## config.mk

```make
export PLATFORM = sky130hd
export DESIGN_NAME = pml_master_end_flat
export DESIGN_NICKNAME = d
export VERILOG_FILES = /design/src/verilog/pml_pkg.sv /design/src/verilog/pml_link_if.sv /design/src/verilog/pml_master_end.sv /design/src/flat_wrapper.sv
export VERILOG_INCLUDE_DIRS = /design/src /design/src/verilog
export SDC_FILE = /design/constraint.sdc
export NUM_CORES = 1
export LEC_CHECK = 0
export ABC_AREA = 1
export BUFFER_PORTS_ARGS = -buffer_cell sky130_fd_sc_hd__buf_2
export CORE_MARGIN = 10
export CORE_UTILIZATION = 35
export CTS_CLUSTER_DIAMETER = 40
export DETAILED_ROUTE_END_ITERATION = 12
export GPL_TIMING_DRIVEN = 0
export SLEW_MARGIN = 20
export SYNTH_ARGS = -nofsm -noshare
export SYNTH_HDL_FRONTEND = slang
export SYNTH_SLANG_ARGS = --single-unit
```

## constraint.sdc

```tcl
create_clock -name sys_clk_i -period 3.4 [get_ports sys_clk_i]
set_clock_uncertainty 0.2 [all_clocks]
set_input_delay 0.85 -clock sys_clk_i [delete_from_list [all_inputs] [get_ports sys_clk_i]]
set_output_delay 0.85 -clock sys_clk_i [all_outputs]
set_load 0.02 [all_outputs]
```

## src/verilog/pml_consts.svh

```systemverilog
`ifndef PML_CONSTS_SVH
`define PML_CONSTS_SVH

// Link widths
`define PML_DAL_W        16
`define PML_LINK_SIGS    14
`define PML_ALT_SIGS     5
// Cycle-type encoding on {write_byte_line_n, link_byte_select_n}
`define PML_ENC_RD       2'h3
`define PML_ENC_RDP      2'h2
`define PML_ENC_WR       2'h1
`define PML_ENC_WRB      2'h0
// Address hold after strobe, and master response wait limit
`define PML_HOLD_NS      50
`define PML_CLK_NS       25
`define PML_HOLD_CYC     ((`PML_HOLD_NS + `PML_CLK_NS - 1) / `PML_CLK_NS)
`define PML_SEL_WAIT     4'h8
`define PML_CNT_ONE      4'h1
`define PML_CNT_ZERO     4'h0

`endif

```

## src/verilog/pml_pkg.sv

```systemverilog
`default_nettype none
package pml_pkg;
    typedef enum logic [1:0] {
        PML_WORD_WRITE_CYCLE = 2'h0,
        PML_BYTE_WRITE_CYCLE = 2'h1,
        PML_WORD_READ_CYCLE  = 2'h2,
        PML_READ_PAUSE_CYCLE = 2'h3
    } pml_cycle_t;
endpackage
`default_nettype wire

```

## src/verilog/pml_link_if.sv

```systemverilog
`timescale 1ns/1ps
`default_nettype none
`include "pml_consts.svh"
// Private memory link carried beside the shared bus; only the master drives
// the shared address/data wires (dal_m), the memory end only reads them.
interface pml_link_if;
    logic [15:0] dal_m;             // Address from master
    logic        dal_m_oe_n;        // Low while master drives
    logic        io_page_select_n;
    logic        write_byte_line_n;
    logic        link_byte_select_n;
    logic        link_cycle_strobe_n;
    logic        bus_sync_out_n;
    logic        bus_reply_in_n;
    logic        memory_selected_out_n;
    logic        alt_bus_memory_responding_n;
    modport master (
        output dal_m, dal_m_oe_n, io_page_select_n, write_byte_line_n,
               link_byte_select_n, link_cycle_strobe_n, bus_sync_out_n,
        input  bus_reply_in_n, memory_selected_out_n, alt_bus_memory_responding_n
    );
    modport memory (
        input  dal_m, dal_m_oe_n, io_page_select_n, write_byte_line_n,
               link_byte_select_n, link_cycle_strobe_n,
        output memory_selected_out_n
    );
endinterface
`default_nettype wire

```

## src/verilog/pml_master_end.sv

```systemverilog
`timescale 1ns/1ps
`default_nettype none
`include "pml_consts.svh"

// Master end: address phase then strobe, or fallback to shared bus.
module pml_master_end (
    input  wire logic            sys_clk_i,
    input  wire logic            arst_n_i,
    pml_link_if.master           link,
    input  wire logic            req_i,
    input  wire logic [15:0]     req_addr_i,
    input  wire logic            req_io_page_i,
    input  wire pml_pkg::pml_cycle_t req_type_i,
    input  wire logic            bus_sync_busy_i,
    output logic                 busy_o,
    output logic                 link_cycle_o,
    output logic                 fallback_o
);
    typedef enum logic [2:0] {
        PML_M_IDLE  = 3'h0,
        PML_M_ADDR  = 3'h1,
        PML_M_STRB  = 3'h2,
        PML_M_HOLD  = 3'h3,
        PML_M_DATA  = 3'h4
    } pml_mst_t;

    typedef struct packed {
        pml_mst_t    state;
        logic [1:0]  sel_sync;
        logic [1:0]  alt_sync;
        logic [1:0]  rply_sync;
        logic [3:0]  cnt;
        logic [15:0] addr;
        logic        addr_oe_n;
        logic        iop_n;
        logic [1:0]  enc;
        logic        strobe_n;
        logic        busy;
        logic        link_cyc;
        logic        fallback;
    } pml_mst_st_t;

    pml_mst_st_t st;
    pml_mst_st_t next_st;

    // Encoding onto write-byte / byte-select lines
    function automatic logic [1:0] pml_encode(input pml_pkg::pml_cycle_t t);
        pml_encode = `PML_ENC_RD;
        case (t)
            pml_pkg::PML_READ_PAUSE_CYCLE: pml_encode = `PML_ENC_RDP;
            pml_pkg::PML_WORD_WRITE_CYCLE: pml_encode = `PML_ENC_WR;
            pml_pkg::PML_BYTE_WRITE_CYCLE: pml_encode = `PML_ENC_WRB;
            default:                       pml_encode = `PML_ENC_RD;
        endcase
    endfunction

    // ==========================================================
    // Sequencer; single cycles only, never block mode
    always_comb begin
        next_st = st;
        next_st.sel_sync  = {st.sel_sync[0], ~link.memory_selected_out_n};
        next_st.alt_sync  = {st.alt_sync[0], ~link.alt_bus_memory_responding_n};
        next_st.rply_sync = {st.rply_sync[0], ~link.bus_reply_in_n};
        next_st.fallback  = 1'b0;
        next_st.link_cyc  = 1'b0;
        case (st.state)
            PML_M_IDLE: begin
                // Wait for earlier sync and reply to clear, and for the last
                // cycle's select to fall so a stale one is not taken as fresh
                if (req_i && !bus_sync_busy_i && !st.rply_sync[1] && !st.sel_sync[1]) begin
                    next_st.addr      = req_addr_i;
                    next_st.addr_oe_n = 1'b0;
                    next_st.iop_n     = ~req_io_page_i;
                    next_st.enc       = pml_encode(req_type_i);
                    next_st.busy      = 1'b1;
                    next_st.cnt       = `PML_SEL_WAIT;
                    next_st.state     = PML_M_ADDR;
                end
            end
            PML_M_ADDR: begin
                if (st.sel_sync[1] && !st.alt_sync[1]) begin
                    next_st.strobe_n = 1'b0;
                    next_st.cnt      = 4'(`PML_HOLD_CYC);
                    next_st.state    = PML_M_HOLD;
                end else if (st.cnt == `PML_CNT_ZERO) begin
                    next_st.fallback  = 1'b1;
                    next_st.addr_oe_n = 1'b1;
                    next_st.iop_n     = 1'b1;
                    next_st.enc       = `PML_ENC_RD;
                    next_st.busy      = 1'b0;
                    next_st.state     = PML_M_IDLE;
                end else begin
                    next_st.cnt = st.cnt - `PML_CNT_ONE;
                end
            end
            PML_M_HOLD: begin
                // Keep lines a short time past strobe, then release
                if (st.cnt <= `PML_CNT_ONE) begin
                    next_st.addr_oe_n = 1'b1;
                    next_st.iop_n     = 1'b1;
                    next_st.enc       = `PML_ENC_RD;
                    next_st.state     = PML_M_STRB;
                end else begin
                    next_st.cnt = st.cnt - `PML_CNT_ONE;
                end
            end
            PML_M_STRB: begin
                if (!st.sel_sync[1]) begin
                    next_st.strobe_n = 1'b1;
                    next_st.fallback = 1'b1;
                    next_st.busy     = 1'b0;
                    next_st.state    = PML_M_IDLE;
                end else begin
                    next_st.link_cyc = 1'b1;
                    next_st.state    = PML_M_DATA;
                end
            end
            PML_M_DATA: begin
                // Data phase lies elsewhere; end the link cycle here
                next_st.strobe_n = 1'b1;
                next_st.busy     = 1'b0;
                next_st.state    = PML_M_IDLE;
            end
            default: begin
                next_st.state = PML_M_IDLE;
            end
        endcase
    end

    // ==========================================================
    always_ff @(posedge sys_clk_i or negedge arst_n_i) begin
        if (!arst_n_i) begin
            st           <= '0;
            st.addr_oe_n <= 1'b1;
            st.iop_n     <= 1'b1;
            st.enc       <= `PML_ENC_RD;
            st.strobe_n  <= 1'b1;
            st.state     <= PML_M_IDLE;
        end else begin
            st <= next_st;
        end
    end

    assign link.dal_m               = st.addr;
    assign link.dal_m_oe_n          = st.addr_oe_n;
    assign link.io_page_select_n    = st.iop_n;
    assign link.write_byte_line_n   = st.enc[1];
    assign link.link_byte_select_n  = st.enc[0];
    assign link.link_cycle_strobe_n = st.strobe_n;
    // Shared-bus cycles, and other masters' block transfers, run elsewhere
    assign link.bus_sync_out_n      = 1'b1;
    assign busy_o       = st.busy;
    assign link_cycle_o = st.link_cyc;
    assign fallback_o   = st.fallback;
endmodule
`default_nettype wire

```

## src/flat_wrapper.sv

```systemverilog
// flat-port wrapper written by rule: the top's interface ports become plain ports
module pml_master_end_flat 
  (sys_clk_i, arst_n_i, req_i, req_addr_i, req_io_page_i, req_type_i, bus_sync_busy_i, busy_o, link_cycle_o, fallback_o, link_dal_m, link_dal_m_oe_n, link_io_page_select_n, link_write_byte_line_n, link_link_byte_select_n, link_link_cycle_strobe_n, link_bus_sync_out_n, link_bus_reply_in_n, link_memory_selected_out_n, link_alt_bus_memory_responding_n);
  pml_link_if link_i ();
  input  wire logic sys_clk_i;
  input  wire logic arst_n_i;
  input  wire logic req_i;
  input  wire logic [15:0] req_addr_i;
  input  wire logic req_io_page_i;
  input  wire pml_pkg::pml_cycle_t req_type_i;
  input  wire logic bus_sync_busy_i;
  output logic busy_o;
  output logic link_cycle_o;
  output logic fallback_o;
  output wire logic [$bits(link_i.dal_m)-1:0] link_dal_m;
  output wire logic [$bits(link_i.dal_m_oe_n)-1:0] link_dal_m_oe_n;
  output wire logic [$bits(link_i.io_page_select_n)-1:0] link_io_page_select_n;
  output wire logic [$bits(link_i.write_byte_line_n)-1:0] link_write_byte_line_n;
  output wire logic [$bits(link_i.link_byte_select_n)-1:0] link_link_byte_select_n;
  output wire logic [$bits(link_i.link_cycle_strobe_n)-1:0] link_link_cycle_strobe_n;
  output wire logic [$bits(link_i.bus_sync_out_n)-1:0] link_bus_sync_out_n;
  input wire logic [$bits(link_i.bus_reply_in_n)-1:0] link_bus_reply_in_n;
  input wire logic [$bits(link_i.memory_selected_out_n)-1:0] link_memory_selected_out_n;
  input wire logic [$bits(link_i.alt_bus_memory_responding_n)-1:0] link_alt_bus_memory_responding_n;
  assign link_dal_m = link_i.dal_m;
  assign link_dal_m_oe_n = link_i.dal_m_oe_n;
  assign link_io_page_select_n = link_i.io_page_select_n;
  assign link_write_byte_line_n = link_i.write_byte_line_n;
  assign link_link_byte_select_n = link_i.link_byte_select_n;
  assign link_link_cycle_strobe_n = link_i.link_cycle_strobe_n;
  assign link_bus_sync_out_n = link_i.bus_sync_out_n;
  assign link_i.bus_reply_in_n = link_bus_reply_in_n;
  assign link_i.memory_selected_out_n = link_memory_selected_out_n;
  assign link_i.alt_bus_memory_responding_n = link_alt_bus_memory_responding_n;
  pml_master_end u_core (.sys_clk_i(sys_clk_i), .arst_n_i(arst_n_i), .link(link_i), .req_i(req_i), .req_addr_i(req_addr_i), .req_io_page_i(req_io_page_i), .req_type_i(req_type_i), .bus_sync_busy_i(bus_sync_busy_i), .busy_o(busy_o), .link_cycle_o(link_cycle_o), .fallback_o(fallback_o));
endmodule
```

==> results of run 1 <==
kinds of logic after synthesis:
logic type	after synthesis	share of synthesized area (%)
simple gates	115	27.95
buf+inv	41	12.28
flops	37	50.54
compound gates	25	7.191
fa+ha+maj	2	1.357
xor+xnor	1	0.4750
other cells	1	0.2033
through the flow:
stage          power, W  cell area [um^2]  setup WS [ps]  hold WS, ps
2_1_floorplan  0.001548              1844           1525        131.2
5_1_grt        0.002329              2261           1254        159.6
3_3_place_gp   0.001833              2177           1225        133.5
4_1_cts        0.002158              2261           1351        153.7
3_5_place_dp   0.001852              2177           1201        136.4
6_report       0.002123              2261           1364        149.6
routing by layer:
layer	up-vias	wire [um]	track usage [%]
met1	682	1940	12.19
li1	791	-	-
met4	0	57	4.113
met3	4	160	2.825
met2	33	2007	16.41
met5	-	0	0
worst paths after layout:
check | start | end | slack, ps | depth (start not counted)
worst max-delay path | u_core.link.link_byte_select_n | link_link_byte_select_n | 1360 | 1
worst min-delay path | u_core.next_st[33] | u_core.st[33] | 150 | 0
worst max register to register | u_core.st[24] | u_core.link.io_page_select_n | 1490 | 9
worst min register to register | u_core.next_st[33] | u_core.st[33] | 150 | 0
max in group asynchronous | arst_n_i | u_core.st[25] | 2030 | 1
min in group asynchronous | arst_n_i | u_core.st[34] | 450 | 1
final cells by class:
class	instances	area, um^2
plain buffers	20	147.6
clock buffers	7	76.32
clock inverters	1	7.507
fillers	531	2846
inverters	21	78.83
multi-input cells	144	685.7
flip-flops and latches	37	932.1
well taps	70	87.58
repair buffers	49	245.2
cells in the final DEF, fill, tap and decap left out, drive strengths merged:
cell      synthesis  layout
a21boi            1       1
a21oi             2       2
buf              19      68
clkbuf            1       8
clkinvlp          0       1
conb              1       1
dfrtp            32      32
dfstp             5       5
ha                2       2
inv              21      21
nand2            82      82
nand3             9       9
nand3b            2       2
nand4             5       5
nor2             17      17
o21ai            21      21
o22ai             1       1
xor2              1       1
power breakdown:
group / internal, W / switching (W) / total (W)
registers: 0.000631 / 0.0000987 / 0.000730
clock network: 0.000145 / 0.000151 / 0.000296
logic: 0.000419 / 0.000678 / 0.00110
total: 0.00119 / 0.000928 / 0.00212
==> reports/results.tsv, run 1 <==
metric	value	unit
outcome	finished clean	
Critical Path Fanout Max	2	
Worst setup SP type	flop	
Die H	92.59	um
synthesized area	1844	um^2
crit path DAT	990	ps
CP Capture Type	primary output	
Total Nets Final	306	
top-area cell type share of the netlist area	43.42	%
post-cts sizing count	0	
die width	92.59	um
Fin. Hold Viols	0	
RSZ-0062 raised after global routing	false	
Setup TNS	0	ps
deepest clock path buffer count	2	
top-count cell post-synth	nand2_1	
top_reg_cell synth	dfrtp_1	
Netlist cell types	26	
Hold Crit Class	flop to flop	
port buffer count	49	
area leader, netlist	dfrtp_1	
P&R area growth vs syn	22.59	%
Peak Freq	491.2	MHz
top post-synthesis cells by count	nand2_1 (77), dfrtp_1 (32), o21ai_0 (19)	
max_cap viols	0	
Max stage delay on crit path	530	ps
CP bufs+invs	1	
Overall Global Routing Usage	10.05	%
# hold bufs at CTS	0	
Pwr per Cell Area	938.9	nW/um^2
layout cell share with drive strength beyond 1	33.69	%
antenna-violating nets left	0	
Post-synth EDFFs	0	
Post-synth ARST share	100.0	%
final wirelength	4.165	mm
largest net degree at the start of global routing	38	
CTS Sinks	37	
DR DRC count	0	
top post-synthesis cells by area	dfrtp_1 (43%), nand2_1 (16%), dfstp_2 (7.1%)	
Root Buffer	clkbuf_8	
VDD IR max	0.0003166	V
Core Region	5107	um^2
Post-Syn Instances	222	
initial core utilization	36.11	%
n_diodes	0	
first-pass GRT wire length	7.031	mm
min Tclk post-route	2036	ps
initial antenna violation count	0	
sequential area share after synthesis	50.54	%
Crit path required time	2350	ps
vias	1510	
Synth Register Bits	37	
die footprint	8573	um^2
Yosys warnings	0	
Worst-path clk slew	80	ps
FP Rows	26	
placed insts	341	
later-pin clock latency in the skew report	290	ps
first drt pass iteration count	4	
kind of critical path	flop to primary output	
vias in the first global route	1541	
critical path's slowest cell	dfstp_2	
Iter 0 DRT Violations	75	
Synth Net Count	250	
Mapped Avg Cell Area	8.308	um^2
aggregate global routing overflow	0	
Crit path max-delay family	flip-flops	
CTS tree	done	
non-filler cells, final	349	
total CTS buffers	5	
final weighted congestion in routability-driven placement	0.8359	
Slew Limit Headroom	45.49	%
post-detail-place hpwl	3.224	mm
Largest register FFs	16	
Vias/cell	4.327	
endpoints failing setup	0	
WL/cell	11.93	um
Ports	51	
H-tree depth	2	
Max Slew Vio Count	0	
Critical Path, Cell by Cell	buf_2	
period utilization	59.88	%
Least-Margin Pin Slew	817.6	ps
leakage power	1.274	nW
final core occ	44.27	%
Post-CTS Setup Inserts	0	
(Power assumes the default switching activity.)
==> inputs of run 2 (changes only) <==
- clock period: 3.4 -> 1.9 ns (I/O delays scaled with it)
==> run 2 against run 1 <==
Non-clock buffer count did not move. Critical path depth rose by 8. First-iteration DRC count rose by 23%. Highest routed layer unchanged.
==> reports/results.tsv, run 2 (synthesis results as in run 1) <==
metric	value	unit	change
commonest non-fill, non-tap cell in the layout	nand2_1		
final core occ	44.49	%	+0.22 points
Worst-path clk slew	80	ps	about the same
WL/cell	11.92	um	-0.12%
final weighted congestion in routability-driven placement	0.8359		unchanged
# hold bufs at CTS	0		unchanged
leakage power	1.277	nW	+0.17%
endpoints failing setup	0		unchanged
Overall Global Routing Usage	10.07	%	+0.017 points
outcome	finished clean		
aggregate global routing overflow	0		unchanged
first drt pass iteration count	4		unchanged
Ports	51		unchanged
final wirelength	4.160	mm	-0.12%
Root Buffer	clkbuf_8		
largest net degree at the start of global routing	38		unchanged
H-tree depth	2		unchanged
first-pass GRT wire length	7.038	mm	about the same
Setup TNS	0	ps	unchanged
port buffer count	49		unchanged
Total Nets Final	306		unchanged
period utilization	91.20	%	
Largest register FFs	16		unchanged
n_diodes	0		unchanged
initial antenna violation count	0		unchanged
die footprint	8573	um^2	unchanged
P&R area growth vs syn	23.20	%	
vias	1504		-0.40%
Die H	92.59	um	unchanged
post-detail-place hpwl	3.224	mm	unchanged
CTS Sinks	37		unchanged
kind of critical path	flop to flop		
Max stage delay on crit path	400	ps	-130 ps
total CTS buffers	5		unchanged
Fin. Hold Viols	0		unchanged
crit path DAT	1750	ps	+760 ps
antenna-violating nets left	0		unchanged
layout cell share with drive strength beyond 1	34.77	%	+1.1 points
vias in the first global route	1541		unchanged
deepest clock path buffer count	2		unchanged
Crit path required time	1920	ps	-430 ps
Post-CTS Setup Inserts	0		unchanged
Critical Path Fanout Max	5		+3
die width	92.59	um	unchanged
DR DRC count	0		unchanged
critical path's slowest cell	dfrtp_1		
later-pin clock latency in the skew report	290	ps	about the same
post-cts sizing count	1		+1
Max Slew Vio Count	0		unchanged
initial core utilization	36.11	%	unchanged
Critical Path, Cell by Cell	inv_1, ha_2, inv_1, nand2_1, nand2_1, a21oi_2, nand3_2, nand2_1, nand2_1		
Slew Limit Headroom	45.97	%	+0.47 points
CTS tree	done		
Peak Freq	577.1	MHz	
Pwr per Cell Area	1684	nW/um^2	+79%
max_cap viols	0		unchanged
Iter 0 DRT Violations	92		+23%
Least-Margin Pin Slew	810.5	ps	-7.097 ps
commonest non-fill, non-tap cells in the layout	nand2_1 (77), buf_2 (50), dfrtp_1 (32)		
most frequent cell on the critical path	nand2_1		
CP Capture Type	flop		
FP Rows	26		unchanged
Worst setup SP type	flop		
RSZ-0062 raised after global routing	true		
min Tclk post-route	1733	ps	
Core Region	5107	um^2	unchanged
VDD IR max	0.0005667	V	+79%
Hold Crit Class	input port to asynchronous set/reset pin		
Vias/cell	4.309		-0.40%
[run 2: changes by cell type in the layout (fill, tap and decap cells not counted)]
cell,change
ha_2,+1
a21oi_1,-1
nand3_2,+1
ha_1,-1
nand3_1,-1
a21oi_2,+1
[run 2: power breakdown]
| part | internal (W) | switching, W |
|---|---|---|
| logic | 0.000762 | 0.00123 |
| registers | 0.00113 | 0.000177 |
| clock network | 0.000259 | 0.000271 |
| total | 0.00215 | 0.00167 |
[run 2: stage by stage]
stage          power, W  hold WS, ps  area (um^2)  instances  worst slack (ps)
3_5_place_dp   0.003314        136.4         2177        341             5.536
6_report       0.003826        76.25         2272        349             167.2
2_1_floorplan  0.002770       -20.59         1844        222             266.6
5_1_grt        0.004194        116.3         2272        349            -4.876
3_3_place_gp   0.003279        133.5         2177        341             45.82
4_1_cts        0.003869        104.0         2265        349             92.77
[run 2: final timing paths]
kind                                       startpoint                            to  slack (ps)  depth (start not counted)
min                                          arst_n_i                 u_core.st[34]          80                          1
max in group asynchronous                    arst_n_i                 u_core.st[25]         910                          1
max                                     u_core.st[24]  u_core.link.io_page_select_n         170                          9
min reg2reg                        u_core.next_st[33]                 u_core.st[33]         150                          0
max reg2reg                             u_core.st[24]  u_core.link.io_page_select_n         170                          9
min in group sys_clk_i     link_memory_selected_out_n            u_core.next_st[33]         120                          2
[run 2: critical path, delay by kind of cell, from the launching register on]
kind | cells | cell delay (ps)
AOI/OAI and AO/OA | 1 | 230
adders and majority gates | 1 | 240
buffers and inverters | 2 | 170
DFF | 1 | 400
and+or+nand+nor | 5 | 430
[run 2: per-layer routing]
layer,vias up,wire length [um],global-route usage (%)
li1,791,-,-
met1,678,1939,12.19
met2,31,2002,16.47
met3,4,161,2.825
met4,0,57,4.113
met5,-,0,0
[run 2: cell type report]
type	count	area, um^2
Timing Repair Buffer	49	245.2
Clock buffer	7	76.32
Sequential cell	37	932.1
Tap cell	70	87.58
Clock inverter	1	7.507
Multi-Input combinational cell	144	696.9
Fill cell	529	2835
Inverter	21	78.83
Buffer	20	147.6
==> inputs of run 3 (changes only) <==
- CORE_UTILIZATION: 35 -> 30
- clock period: 1.9 -> 2 ns (I/O delays scaled with it)
==> run 3 against run 2 <==
Clock-buffer cell count down 1. Sequential power is 5% lower. Global-route usage is 1.1 points lower. Combinational power is 6% lower. Largest cell class unchanged. Critical path depth is the same. Critical path type unchanged. Non-clock buffer count is the same. Largest power group unchanged. Worst setup slack improved by 48 ps. Wire length up 2.5%. Register-to-register slack improved by 50 ps.
==> reports/results.tsv, run 3 (synthesis results as in run 1) <==
metric	value	unit	change
outcome	finished clean		
initial core utilization	30.97	%	-5.1 points
die width	98.41	um	+6.3%
vias	1504		unchanged
deepest clock path buffer count	2		unchanged
P&R area growth vs syn	23.47	%	
Vias/cell	4.261		-1.1%
vias in the first global route	1547		+0.39%
Reg-to-Reg End	u_core.link.dal_m_oe_n		
CP Capture Type	flop		
layout cell share with drive strength beyond 1	34.53	%	-0.23 points
first drt pass iteration count	4		unchanged
Sw Ratio	43.60	%	-0.18 points
final wirelength	4.266	mm	+2.5%
Slew Limit Headroom	45.12	%	-0.85 points
FILL cells	634		+20%
leakage power	1.280	nW	+0.26%
Ports	51		unchanged
kind of critical path	flop to flop		
Root Buffer	clkbuf_8		
Max Slew Vio Count	0		unchanged
Crit path required time	2010	ps	+90 ps
Least-Margin Pin Slew	823.2	ps	+12.69 ps
Flop pwr share	33.9	%	-0.2 points
first-pass GRT wire length	7.224	mm	+2.6%
min Tclk post-route	1785	ps	+52.08 ps
Setup TNS	0	ps	unchanged
initial antenna violation count	0		unchanged
Worst setup SP type	flop		
hold_ws	106.6	ps	+30.37 ps
WL/cell	12.08	um	+1.4%
Total Nets Final	306		unchanged
Worst-path clk slew	70	ps	about the same
Largest register FFs	16		unchanged
internal cell power	0.002061	W	-4.2%
port buffer count	49		unchanged
R2R Setup Slk	220	ps	+50 ps
CTS tree	done		
period utilization	89.24	%	-2.0 points
commonest non-fill, non-tap cells in the layout	nand2_1 (77), buf_2 (50), dfrtp_1 (32)		
Hold Crit Class	input port to asynchronous set/reset pin		
Core Region	5956	um^2	+17%
RSZ-0062 raised after global routing	false		
final weighted congestion in routability-driven placement	0.8490		+1.6%
crit path DAT	1800	ps	+50 ps
H-tree depth	2		unchanged
Logic pwr share	51.5	%	-0.5 points
endpoints failing setup	0		unchanged
Reg-to-Reg Start	u_core.st[24]		
commonest non-fill, non-tap cell in the layout	nand2_1		
largest net degree at the start of global routing	38		unchanged
max_cap viols	0		unchanged
post-detail-place hpwl	3.212	mm	-0.37%
Peak Freq	560.3	MHz	-2.9%
Overall Global Routing Usage	8.998	%	-1.1 points
Iter 0 DRT Violations	60		-35%
antenna-violating nets left	0		unchanged
P_sw	0.001593	W	-4.9%
Pwr per Cell Area	1604	nW/um^2	-4.7%
Die H	98.41	um	+6.3%
Fin. Hold Viols	0		unchanged
die footprint	9684	um^2	+13%
Clk pwr share	14.6	%	+0.7 points
FP Rows	28		+7.7%
later-pin clock latency in the skew report	290	ps	about the same
Critical Path Fanout Max	5		unchanged
Reg2Reg Depth	9		unchanged
VDD IR max	0.0005516	V	-2.7%
total CTS buffers	5		unchanged
DR DRC count	0		unchanged
aggregate global routing overflow	0		unchanged
n_diodes	0		unchanged
CTS Sinks	37		unchanged
run 3: how the worst max path moves through the flow:
stage,slack [ps],startpoint,endpoint
after floorplan,370,u_core.st[24],u_core.link.dal_m_oe_n
after global placement,140,u_core.st[24],u_core.link.link_byte_select_n
after detailed placement,140,u_core.st[24],u_core.link.dal_m_oe_n
after CTS,120,u_core.st[24],u_core.link.dal_m_oe_n
after global routing,10,u_core.st[24],u_core.link.dal_m_oe_n
final,220,u_core.st[24],u_core.link.dal_m_oe_n
run 3: power groups by stage:
stage / registers (W) / logic (W) / clock network (W)
CTS: 0.00124 / 0.00190 / 0.000557
global route: 0.00129 / 0.00213 / 0.000583
detailed placement: 0.00126 / 0.00189 / 0
global placement: 0.00124 / 0.00187 / 0
floorplan: 0.00131 / 0.00132 / 0
finish: 0.00124 / 0.00188 / 0.000534
run 3: timing repair:
action,4_1_cts,5_1_grt
gates resized for setup,0,1
endpoints found under the setup margin,0,4
hold endpoints to repair,0,0
hold buffers,0,0
setup buffers,0,0
run 3: metrics by stage:
step                total power, W  std cells  setup slack [ps]  cell area [um^2]  util (%)
floorplan                 0.002632        222             366.6              1844         -
global placement          0.003116        346             143.2              2183     36.66
detailed placement        0.003148        346             142.8              2183     36.66
CTS                       0.003700        353             123.4              2273     38.17
global route              0.004002        353             13.49              2277     38.24
finish                    0.003654        353             215.2              2277     38.24
run 3: worst max-delay path, stage by stage, from the launching register on:
cell,delay [ps]
dfrtp_1,400
inv_1,120
ha_1,260
inv_1,60
nand2_1,60
nand2_1,80
a21oi_2,210
nand3_1,180
nand2_1,90
nand2_1,50
run 3: metal layers:
metal  up-vias  global-route usage, %  routed length, um
met4         0                  4.520                106
met2        34                  15.03               2094
li1        788                      -                  -
met3         8                  2.607                181
met1       674                  10.20               1884
met5         -                      0                  0
run 3: final cells by class:
| class | count | area [um^2] | share of cell area (%) |
|---|---|---|---|
| multi-input combinational | 144 | 689.4 | 30.27 |
| tap | 75 | 93.84 | 4.121 |
| timing repair buffer | 49 | 245.2 | 10.77 |
| buffer | 20 | 147.6 | 6.484 |
| clock inverter | 1 | 7.507 | 0.3297 |
| clock buffer | 6 | 82.58 | 3.626 |
| sequential | 37 | 932.1 | 40.93 |
| inverter | 21 | 78.83 | 3.462 |
